$ cat src/hdl/lbp_pkg.sv
/*
  Shared constants for the LED boost enable, dimming and fault controller:
  clock rate, timeouts, switching period, register map, field positions.
  Assumes a single 40 MHz clock and a synchronous active-high reset.
*/
package lbp_pkg;

  // ==========================================================
  // Timing
  localparam int unsigned CLK_KHZ = 40000;
  localparam int unsigned DIM_LOW_TMO_US = 20000;
  localparam int unsigned EN_LOW_TMO_US = 2500;
  localparam int unsigned DETECT_US = 100;
  localparam int unsigned SW_FREQ_KHZ = 1200;
  localparam int unsigned DIM_LOW_TMO_CYC = DIM_LOW_TMO_US * CLK_KHZ / 1000;
  localparam int unsigned EN_LOW_TMO_CYC = EN_LOW_TMO_US * CLK_KHZ / 1000;
  localparam int unsigned DETECT_CYC = DETECT_US * CLK_KHZ / 1000;
  // Period no longer than the target, so round down
  localparam int unsigned SW_PERIOD_CYC = CLK_KHZ / SW_FREQ_KHZ;

  // ==========================================================
  // Widths
  localparam int TMO_W = 20;
  localparam int SWC_W = 6;
  localparam int DET_W = 13;
  localparam int LVL_W = 10;
  localparam int CODE_W = 9;
  localparam int DIV_STEPS = 10;
  localparam logic [LVL_W-1:0] LVL_FULL = 10'h3ff;
  localparam logic [LVL_W-1:0] LVL_ZERO = 10'h000;

  // ==========================================================
  // Register map
  localparam logic [7:0] OFS_CTRL = 8'h00;
  localparam logic [7:0] OFS_STAT = 8'h04;
  localparam logic [7:0] OFS_IRQ_STAT = 8'h08;
  localparam logic [7:0] OFS_IRQ_MASK = 8'h0c;
  localparam logic [7:0] OFS_LEVEL = 8'h10;
  localparam logic CTRL_RST = 1'b1;
  localparam int CTRL_ALLOW_BIT = 0;
  localparam int EV_W = 7;
  localparam int EV_DRAIN_OVP = 0;
  localparam int EV_SINK_OVP = 1;
  localparam int EV_OCP = 2;
  localparam int EV_UVLO = 3;
  localparam int EV_OTP = 4;
  localparam int EV_TMO = 5;
  localparam int EV_MODE = 6;
  localparam logic [EV_W-1:0] EV_RST = 7'h00;

  // ==========================================================
  // Types
  typedef enum logic [1:0] {
    ST_IDLE, ST_DETECT, ST_RUN, ST_LATCH
  } lbp_state_t;

endpackage : lbp_pkg

$ cat src/hdl/lbp_ctrl.sv
/*
  Enable, dimming and fault sequencing for a dual-sink LED boost driver.
  Chooses duty dimming when the single-wire interface is not taken up,
  runs the pin low-time timeouts, gates the power switch on faults and
  offers a small register port with a level interrupt.
  Assumes pins and comparator flags are synchronous to the clock, and an
  outside decoder reports single-wire take-up and its brightness code.
*/
// Chosen here: the strobed register port and the register offsets.
`timescale 1ns/1ps
`default_nettype none
module lbp_ctrl #(
  parameter int unsigned DIM_LOW_TMO = lbp_pkg::DIM_LOW_TMO_CYC,
  parameter int unsigned EN_LOW_TMO = lbp_pkg::EN_LOW_TMO_CYC
) (
  // Clock and reset
  input wire logic clock,
  input wire logic srst,
  // Host pins
  input wire logic en_pin,
  input wire logic dim_pin,
  // Single-wire decoder status
  input wire logic onewire_ok,
  input wire logic [lbp_pkg::CODE_W-1:0] onewire_code,
  // Analog comparator flags
  input wire logic uvlo_flag,
  input wire logic drain_overvoltage_limit_hit,
  input wire logic sink_overvoltage_limit_hit,
  input wire logic ocp_flag,
  input wire logic otp_flag,
  // Power stage
  output logic power_switch_on,
  output logic sink_enable,
  output logic [lbp_pkg::LVL_W-1:0] led_current_sink_input_level,
  output logic duty_mode,
  // Register port
  input wire logic [7:0] reg_addr,
  input wire logic [31:0] reg_wdata,
  input wire logic reg_wr,
  input wire logic reg_rd,
  output logic [31:0] reg_rdata,
  // Interrupt
  output logic irq
);

  localparam logic [lbp_pkg::TMO_W-1:0] TMO_ONE = 20'h00001;
  localparam logic [lbp_pkg::TMO_W-1:0] TMO_MAX = '1;
  localparam logic [lbp_pkg::TMO_W-1:0] DIM_TMO_V = lbp_pkg::TMO_W'(DIM_LOW_TMO);
  localparam logic [lbp_pkg::TMO_W-1:0] EN_TMO_V = lbp_pkg::TMO_W'(EN_LOW_TMO);
  localparam logic [lbp_pkg::DET_W-1:0] DET_LAST = lbp_pkg::DET_W'(lbp_pkg::DETECT_CYC - 1);
  localparam logic [lbp_pkg::DET_W-1:0] DET_ONE = 13'h0001;
  localparam logic [lbp_pkg::SWC_W-1:0] SWC_LAST = lbp_pkg::SWC_W'(lbp_pkg::SW_PERIOD_CYC - 1);
  localparam logic [lbp_pkg::SWC_W-1:0] SWC_ONE = 6'h01;

  function automatic logic [lbp_pkg::TMO_W-1:0] low_count(
    input logic pin, input logic [lbp_pkg::TMO_W-1:0] cnt);
    if (pin) begin
      low_count = '0;
    end else if (cnt == TMO_MAX) begin
      low_count = cnt;
    end else begin
      low_count = cnt + TMO_ONE;
    end
  endfunction : low_count

  // ==========================================================
  // Switching cycle divider
  logic [lbp_pkg::SWC_W-1:0] swc_ff, nxt_swc;
  logic cyc_start;

  always_comb begin
    cyc_start = (swc_ff == SWC_LAST);
    nxt_swc = cyc_start ? '0 : swc_ff + SWC_ONE;
  end

  always_ff @(posedge clock) begin
    if (srst) begin
      swc_ff <= '0;
    end else begin
      swc_ff <= nxt_swc;
    end
  end

  // ==========================================================
  // Pin low-time timeouts
  logic [lbp_pkg::TMO_W-1:0] en_low_ff, nxt_en_low, dim_low_ff, nxt_dim_low;
  logic en_q_ff, dim_q_ff;
  logic en_tmo, dim_tmo, pin_toggle;

  always_comb begin
    nxt_en_low = low_count(en_pin, en_low_ff);
    nxt_dim_low = low_count(dim_pin, dim_low_ff);
    en_tmo = (en_low_ff >= EN_TMO_V);
    dim_tmo = (dim_low_ff >= DIM_TMO_V);
    pin_toggle = (en_q_ff & ~en_pin) | (dim_q_ff & ~dim_pin);
  end

  always_ff @(posedge clock) begin
    if (srst) begin
      en_low_ff <= '0;
      dim_low_ff <= '0;
      en_q_ff <= 1'b0;
      dim_q_ff <= 1'b0;
    end else begin
      en_low_ff <= nxt_en_low;
      dim_low_ff <= nxt_dim_low;
      en_q_ff <= en_pin;
      dim_q_ff <= dim_pin;
    end
  end

  // ==========================================================
  // Registers
  logic ctrl_ff, nxt_ctrl;
  logic [lbp_pkg::EV_W-1:0] ist_ff, nxt_ist, imask_ff, nxt_imask, events;
  logic [31:0] rdata_ff, nxt_rdata;
  logic irq_ff, nxt_irq;
  lbp_pkg::lbp_state_t st_ff;
  logic mode_ff;
  logic [lbp_pkg::LVL_W-1:0] level_ff;

  always_comb begin
    nxt_ctrl = ctrl_ff;
    nxt_imask = imask_ff;
    nxt_ist = ist_ff;
    nxt_rdata = 32'h0000_0000;
    if (reg_wr) begin
      unique case (reg_addr)
        lbp_pkg::OFS_CTRL: nxt_ctrl = reg_wdata[lbp_pkg::CTRL_ALLOW_BIT];
        lbp_pkg::OFS_IRQ_STAT: nxt_ist = ist_ff & ~reg_wdata[lbp_pkg::EV_W-1:0];
        lbp_pkg::OFS_IRQ_MASK: nxt_imask = reg_wdata[lbp_pkg::EV_W-1:0];
        default: ;
      endcase
    end
    // Set wins over a same-cycle clear
    nxt_ist = nxt_ist | events;
    if (reg_rd) begin
      unique case (reg_addr)
        lbp_pkg::OFS_CTRL: nxt_rdata = {31'h0, ctrl_ff};
        lbp_pkg::OFS_STAT: nxt_rdata = {27'h0, power_switch_on, sink_enable, mode_ff, st_ff};
        lbp_pkg::OFS_IRQ_STAT: nxt_rdata = {25'h0, ist_ff};
        lbp_pkg::OFS_IRQ_MASK: nxt_rdata = {25'h0, imask_ff};
        lbp_pkg::OFS_LEVEL: nxt_rdata = {22'h0, level_ff};
        default: nxt_rdata = 32'h0000_0000;
      endcase
    end
    nxt_irq = |(nxt_ist & nxt_imask);
  end

  always_ff @(posedge clock) begin
    if (srst) begin
      ctrl_ff <= lbp_pkg::CTRL_RST;
      ist_ff <= lbp_pkg::EV_RST;
      imask_ff <= lbp_pkg::EV_RST;
      rdata_ff <= 32'h0000_0000;
      irq_ff <= 1'b0;
    end else begin
      ctrl_ff <= nxt_ctrl;
      ist_ff <= nxt_ist;
      imask_ff <= nxt_imask;
      rdata_ff <= nxt_rdata;
      irq_ff <= nxt_irq;
    end
  end

  // ==========================================================
  // Enable and fault state machine
  lbp_pkg::lbp_state_t nxt_st;
  logic [lbp_pkg::DET_W-1:0] det_ff, nxt_det;
  logic nxt_mode;
  logic ovp_any, shut_tmo;

  always_comb begin
    nxt_st = st_ff;
    nxt_det = det_ff;
    nxt_mode = mode_ff;
    ovp_any = drain_overvoltage_limit_hit | sink_overvoltage_limit_hit;
    // either timeout disables in both modes
    shut_tmo = en_tmo | dim_tmo;
    unique case (st_ff)
      lbp_pkg::ST_IDLE: begin
        if (en_pin && dim_pin && ctrl_ff) begin
          nxt_st = lbp_pkg::ST_DETECT;
          nxt_det = '0;
        end
      end
      lbp_pkg::ST_DETECT: begin
        nxt_det = det_ff + DET_ONE;
        if (shut_tmo || !ctrl_ff) begin
          nxt_st = lbp_pkg::ST_IDLE;
        end else if (onewire_ok) begin
          nxt_mode = 1'b0;
          nxt_st = lbp_pkg::ST_RUN;
        end else if (det_ff == DET_LAST) begin
          nxt_mode = 1'b1;
          nxt_st = lbp_pkg::ST_RUN;
        end
      end
      lbp_pkg::ST_RUN: begin
        if (ovp_any) begin
          nxt_st = lbp_pkg::ST_LATCH;
        end else if (shut_tmo || !ctrl_ff) begin
          nxt_st = lbp_pkg::ST_IDLE;
        end
      end
      lbp_pkg::ST_LATCH: begin
        // only a pin toggle or reset clears
        if (pin_toggle) begin
          nxt_st = lbp_pkg::ST_IDLE;
        end
      end
    endcase
  end

  always_ff @(posedge clock) begin
    if (srst) begin
      st_ff <= lbp_pkg::ST_IDLE;
      det_ff <= '0;
      mode_ff <= 1'b0;
    end else begin
      st_ff <= nxt_st;
      det_ff <= nxt_det;
      mode_ff <= nxt_mode;
    end
  end

  // ==========================================================
  // Power switch and sink command
  logic ocp_hold_ff, nxt_ocp_hold;
  logic sw_ff, nxt_sw, sink_en_ff, nxt_sink_en, run_ok;
  logic [lbp_pkg::LVL_W-1:0] nxt_level, duty_code;
  logic uvlo_q_ff, otp_q_ff;

  lbp_duty_meter u_duty (
    .clock(clock),
    .srst(srst),
    .dim_level(dim_pin),
    .duty_code(duty_code)
  );

  always_comb begin
    nxt_ocp_hold = ocp_flag | (ocp_hold_ff & ~cyc_start);
    run_ok = (st_ff == lbp_pkg::ST_RUN) & (nxt_st == lbp_pkg::ST_RUN)
           & ~uvlo_flag & ~otp_flag;
    nxt_sw = run_ok & ~nxt_ocp_hold & ~ovp_any;
    nxt_sink_en = run_ok;
    // duty-scaled level in duty mode
    // Single-wire code widened to the sink command width
    nxt_level = mode_ff ? duty_code : {onewire_code, onewire_code[lbp_pkg::CODE_W-1]};
    events = '0;
    events[lbp_pkg::EV_DRAIN_OVP] = drain_overvoltage_limit_hit & (st_ff == lbp_pkg::ST_RUN);
    events[lbp_pkg::EV_SINK_OVP] = sink_overvoltage_limit_hit & (st_ff == lbp_pkg::ST_RUN);
    events[lbp_pkg::EV_OCP] = ocp_flag & ~ocp_hold_ff;
    events[lbp_pkg::EV_UVLO] = uvlo_flag & ~uvlo_q_ff;
    events[lbp_pkg::EV_OTP] = otp_flag & ~otp_q_ff;
    events[lbp_pkg::EV_TMO] = shut_tmo & (st_ff == lbp_pkg::ST_RUN);
    events[lbp_pkg::EV_MODE] = (st_ff == lbp_pkg::ST_DETECT) & (nxt_st == lbp_pkg::ST_RUN);
  end

  always_ff @(posedge clock) begin
    if (srst) begin
      ocp_hold_ff <= 1'b0;
      sw_ff <= 1'b0;
      sink_en_ff <= 1'b0;
      level_ff <= lbp_pkg::LVL_ZERO;
      uvlo_q_ff <= 1'b0;
      otp_q_ff <= 1'b0;
    end else begin
      ocp_hold_ff <= nxt_ocp_hold;
      sw_ff <= nxt_sw;
      sink_en_ff <= nxt_sink_en;
      level_ff <= nxt_level;
      uvlo_q_ff <= uvlo_flag;
      otp_q_ff <= otp_flag;
    end
  end

  // ==========================================================
  // Outputs
  assign power_switch_on = sw_ff;
  assign sink_enable = sink_en_ff;
  assign led_current_sink_input_level = level_ff;
  assign duty_mode = mode_ff;
  assign reg_rdata = rdata_ff;
  assign irq = irq_ff;

endmodule : lbp_ctrl
`default_nettype wire

$ cat src/hdl/lbp_duty_meter.sv
/*
  Duty-cycle meter for the dimming pin: counts high time and period in
  clock cycles and divides them serially once per period.
  Assumes the dimming pin is synchronous to the clock.
*/
`timescale 1ns/1ps
`default_nettype none
module lbp_duty_meter (
  // Clock and reset
  input wire logic clock,
  input wire logic srst,
  // Dimming pin
  input wire logic dim_level,
  // Measured duty, 0 to full scale
  output logic [lbp_pkg::LVL_W-1:0] duty_code
);

  localparam logic [lbp_pkg::TMO_W-1:0] CNT_MAX = '1;
  localparam logic [lbp_pkg::TMO_W-1:0] CNT_ONE = 20'h00001;

  logic dim_q_ff, nxt_dim_q;
  logic [lbp_pkg::TMO_W-1:0] hi_ff, nxt_hi, per_ff, nxt_per, dvs_ff, nxt_dvs;
  logic [lbp_pkg::TMO_W:0] rem_ff, nxt_rem;
  logic [lbp_pkg::LVL_W-1:0] quo_ff, nxt_quo, duty_ff, nxt_duty;
  logic [3:0] step_ff, nxt_step;
  logic busy_ff, nxt_busy;
  logic [lbp_pkg::TMO_W:0] shifted;
  logic rise;

  function automatic logic [lbp_pkg::TMO_W-1:0] sat_inc(input logic [lbp_pkg::TMO_W-1:0] v);
    sat_inc = (v == CNT_MAX) ? v : v + CNT_ONE;
  endfunction : sat_inc

  // ==========================================================
  // Counting and division
  always_comb begin
    rise = dim_level & ~dim_q_ff;
    nxt_dim_q = dim_level;
    nxt_hi = hi_ff;
    nxt_per = sat_inc(per_ff);
    nxt_dvs = dvs_ff;
    nxt_rem = rem_ff;
    nxt_quo = quo_ff;
    nxt_step = step_ff;
    nxt_busy = busy_ff;
    nxt_duty = duty_ff;
    shifted = {rem_ff[lbp_pkg::TMO_W-1:0], 1'b0};
    if (dim_level) begin
      nxt_hi = sat_inc(hi_ff);
    end
    if (rise) begin
      nxt_dvs = per_ff;
      nxt_rem = {1'b0, hi_ff};
      nxt_quo = lbp_pkg::LVL_ZERO;
      nxt_step = 4'h0;
      nxt_busy = 1'b1;
      nxt_hi = CNT_ONE;
      nxt_per = CNT_ONE;
    end else if (busy_ff) begin
      if (shifted >= {1'b0, dvs_ff}) begin
        nxt_rem = shifted - {1'b0, dvs_ff};
        nxt_quo = {quo_ff[lbp_pkg::LVL_W-2:0], 1'b1};
      end else begin
        nxt_rem = shifted;
        nxt_quo = {quo_ff[lbp_pkg::LVL_W-2:0], 1'b0};
      end
      nxt_step = step_ff + 4'h1;
      if (step_ff == 4'(lbp_pkg::DIV_STEPS - 1)) begin
        nxt_busy = 1'b0;
        nxt_duty = nxt_quo;
      end
    end
    // high past a whole period is steady high
    // Gives full scale long before the period counter saturates
    if (dim_level && !rise && !busy_ff && (hi_ff > dvs_ff)) begin
      nxt_duty = lbp_pkg::LVL_FULL;
    end
    if (per_ff == CNT_MAX) begin
      nxt_duty = dim_level ? lbp_pkg::LVL_FULL : lbp_pkg::LVL_ZERO;
      nxt_busy = 1'b0;
    end
  end

  always_ff @(posedge clock) begin
    if (srst) begin
      dim_q_ff <= 1'b0;
      hi_ff <= '0;
      per_ff <= '0;
      dvs_ff <= '0;
      rem_ff <= '0;
      quo_ff <= '0;
      step_ff <= 4'h0;
      busy_ff <= 1'b0;
      duty_ff <= lbp_pkg::LVL_ZERO;
    end else begin
      dim_q_ff <= nxt_dim_q;
      hi_ff <= nxt_hi;
      per_ff <= nxt_per;
      dvs_ff <= nxt_dvs;
      rem_ff <= nxt_rem;
      quo_ff <= nxt_quo;
      step_ff <= nxt_step;
      busy_ff <= nxt_busy;
      duty_ff <= nxt_duty;
    end
  end

  assign duty_code = duty_ff;

endmodule : lbp_duty_meter
`default_nettype wire

$ cat config.mk
export PLATFORM = sky130hd
export DESIGN_NAME = lbp_ctrl
export DESIGN_NICKNAME = d
export VERILOG_FILES = /design/src/hdl/lbp_pkg.sv /design/src/hdl/lbp_ctrl.sv /design/src/hdl/lbp_duty_meter.sv
export SDC_FILE = /design/constraint.sdc
export NUM_CORES = 1
export LEC_CHECK = 0
export ABC_AREA = 1
export BUFFER_PORTS_ARGS = -buffer_cell sky130_fd_sc_hd__buf_2
export CAP_MARGIN = 5
export CORE_AREA = 8 8 183 185
export DETAILED_ROUTE_END_ITERATION = 6
export DIE_AREA = 0 0 191 193
export GPL_ROUTABILITY_DRIVEN = 0
export PLACE_DENSITY = 0.63
export SLEW_MARGIN = 10
export SYNTH_ARGS = -nofsm -noshare
export SYNTH_HDL_FRONTEND = slang
export SYNTH_SLANG_ARGS = --single-unit
$ cat constraint.sdc
create_clock -name clock -period 5.8 [get_ports clock]
set_clock_uncertainty 0.05 [all_clocks]
set_input_delay 0.29 -clock clock [delete_from_list [all_inputs] [get_ports clock]]
set_output_delay 0.29 -clock clock [all_outputs]
set_load 0.02 [all_outputs]
==> impl_metrics.toml <==
[global_route]
grt_util_met1_pct = 21.18
globalRoute.busiestLayer = "met2"
grt_max_degree = 51
grt_pass1_vias = 10320
met3_usage_pct = 2.680
grt.overflow.total = 0
grt.met2_usage_pct = 27.84
grt_pass1_wl_um = 50520
track_usage_pct = 16.30
antenna_found_initial = 0

[clock_network]
cts_sinks = 209
cts_buffers = 25
htreeDepth = 1
cts_tree = "yes"
clockRootBuffer = "clkbuf_16"
clockBufferDepth = 3
cts_resized = 0
clk_latency_ns = 0.54
clkTransAtPathRegs_ns = 0.06
cts_hold_buf = 8
cts_setup_buffers = 0

[final_layout]
drive_above_1_share_pct = 8.499
antenna_cells = 0
fillers = 3186
num-nets-final = 1909
syn_to_final_growth_pct = 11.97

[routing]
routed_wl_um = 30610
via_count = 10960
first_pass_iters = 7
drc = 0
ant_nets = 0
drt-initial-drc-count = 754
wl_per_cell_um = 13.83
via_per_inst = 4.949

[power_and_ir_drop]
p_total_mw = 3.778
p_per_area_nw_per_um2 = 286.5
leakage_nw = 5.839
ir_drop_v = 0.0002063

[worst_setup_path]
cp_num_buf_inv = 2
cp.arrival_ns = 3.25
critPathSlowestCell = "dfxtp_1"
setup.worst_path.start_class = "flip-flop"
critPathCaptureType = "flip-flop"
critical_path_class = "reg -> reg"
path_max_fanout = 25
worst_ep_required_time_ns = 6.16
slowest_delay_ns = 0.81
crit_chain = "inv_1, nor2_2, nand2_1, nand2_2, inv_2, a21oi_4, a21oi_2"
cp_top_family = "simple AND/OR/NAND/NOR gates"

[die]
rows = 65
io-pin-count = 107
start_util_pct = 38.21
die_height_um = 193
dieArea_um2 = 36860
fp.dieW_um = 191
core_region_area_um2 = 30820

[yosys]
ys_types = 56
postSynthCellCount = 1737
ys_seq_area_share_pct = 35.52
synth_seq_cells = 209
synth_edf_count = 0
syn_area_um2 = 11780
yosysTopAreaCellShare_pct = 35.52
async_reset_ff_share_pct = 0
synth_ff_type = "dfxtp_1"
synth_warnings = 0
syn_avg_cell_area_um2 = 6.781
yosysTopAreaCell = "dfxtp_1"
synth_area_leaders = "dfxtp_1 36%, nand2_1 12%, inv_1 8.4%"

[placed_design]
dp_hpwl_um = 22680
portBuffers = 59

[run_status]
outcome = "complete, no violations"

[timing]
relSlewSlack_pct = 24.77
hold_slack_ns = 0.006994
fin_crit_sh_pct = 49.76
rsz0062_at_grt = "false"
slew_viol_final = 0
setup_tns_ns = 0
fin_crit_ns = 2.886
finalSetupViolCount = 0
worst_slew_pin_slew_ns = 1.119
final_hold_viol_count = 0
max_freq_mhz = 346.5

[min_path]
hp-class = "in -> reg"

[job]
cap_viol_max_count = 0
-- Yosys cell counts (all sizes together) (4+ instances only) --
library cell / count
nand2: 389
inv: 270
dfxtp: 209
nor2: 183
a21oi: 174
nand3: 111
o21ai: 102
ha: 51
buf: 36
xor2: 35
nor3: 32
nand4: 29
clkbuf: 25
o22ai: 14
xnor2: 14
nor4: 9
a31oi: 7
o21bai: 5
a221oi: 4
clkinv: 4
nand3b: 4
o21a: 4
or2: 4
-- metrics by stage --
| step | setup slack [ns] | area [um^2] | util [%] | std cells |
|---|---|---|---|---|
| floorplan | 3.882 | 11860 | - | 1758 |
| CTS | 2.950 | 13190 | 42.79 | 2214 |
| global placement | 2.985 | 12350 | 40.06 | 2163 |
| global route | 2.645 | 13190 | 42.79 | 2214 |
| finish | 2.914 | 13190 | 42.79 | 2214 |
| detailed placement | 2.961 | 12350 | 40.06 | 2163 |
-- final timing paths --
kind,slack (ns),cells past startpoint,start,to
max,2.91,7,u_duty.busy_ff,u_duty.duty_code[6]
min,0.007,3,onewire_code[2],led_current_sink_input_level[3]
max reg2reg,2.91,7,u_duty.busy_ff,u_duty.duty_code[6]
min reg2reg,0.39,1,swc_ff[0],swc_ff[0]
-- routing by layer --
metal  routed length (um)  vias to the layer above
li1                     -                     5669
met2                13970                      244
met5                    0                        -
met1                14150                     5000
met3                 1882                       44
met4                  607                        0
-- worst register-to-register path: stages, from the launching register on --
cell     delay (ns)
dfxtp_1        0.81
inv_1          0.20
nor2_2         0.77
nand2_1        0.14
nand2_2        0.11
inv_2          0.12
a21oi_4        0.46
a21oi_2        0.10
-- power by group --
part / internal [mW] / switching [mW] / leakage, nW
logic: 0.244 / 0.541 / 3.77
registers: 1.49 / 0.0397 / 1.70
clock network: 0.837 / 0.631 / 0.375
-- registers in the layout, summed over array words and instances, names as in the netlist, 4 cells and up --
name                          cells
u_duty.per_ff                    20
swc_ff                            6
dim_low_ff                       20
en_low_ff                        20
det_ff                           13
u_duty.rem_ff                    20
led_current_sink_input_level     10
imask_ff                          7
u_duty.quo_ff                     9
u_duty.step_ff                    4
reg_rdata                        10
ist_ff                            7
u_duty.hi_ff                     20
u_duty.duty_code                 10
u_duty.dvs_ff                    20
-- placed cells by master (no fill, tap or decap), drive strengths merged, types with 2 or more instances in the layout --
cell type    synthesis  layout
nand4               29      29
a41oi                2       2
xor2                35      35
nor2               183     183
dfxtp              209     209
o21bai               5       5
a221oi               4       4
clkinv               4       9
clkbuf              25      34
a211oi               3       3
dlygate4sd3          0       8
nand3b               4       4
buf                 36      64
conb                 1      22
inv                270     273
o21ai              102     102
nor3b                2       2
o22ai               14      14
nor3                32      32
o31ai                3       3
nand2              389     389
a21oi              174     174
nand3              111     111
or2                  4       4
xnor2               14      14
and3                 2       2
o21a                 4       4
ha                  51      51
a31oi                7       7
nor4                 9       9
-- kinds of logic (layout without fill, tap and decap cells) --
group / after synthesis / count (layout) / synth area share, %
and+or+nand+nor: 768 / 768 / 28.50
AOI/OAI and AO/OA: 323 / 323 / 15.04
adders and majority gates: 52 / 52 / 5.587
DFF: 209 / 209 / 35.52
buffers and inverters: 335 / 389 / 11.67
xor gates and xnor gates: 49 / 49 / 3.643
other: 1 / 22 / 0.03184
-- cell type report --
class	count	area, um^2	area share [%]
sequential	209	4184	31.72
inverter	274	1031	7.817
multi-input combinational	1214	6299	47.76
clock inverter	9	70.07	0.5313
clock buffer	34	689.4	5.227
tap	402	503.0	3.814
timing repair buffer	72	412.9	3.131
Power figures use the tool's default switching activity.
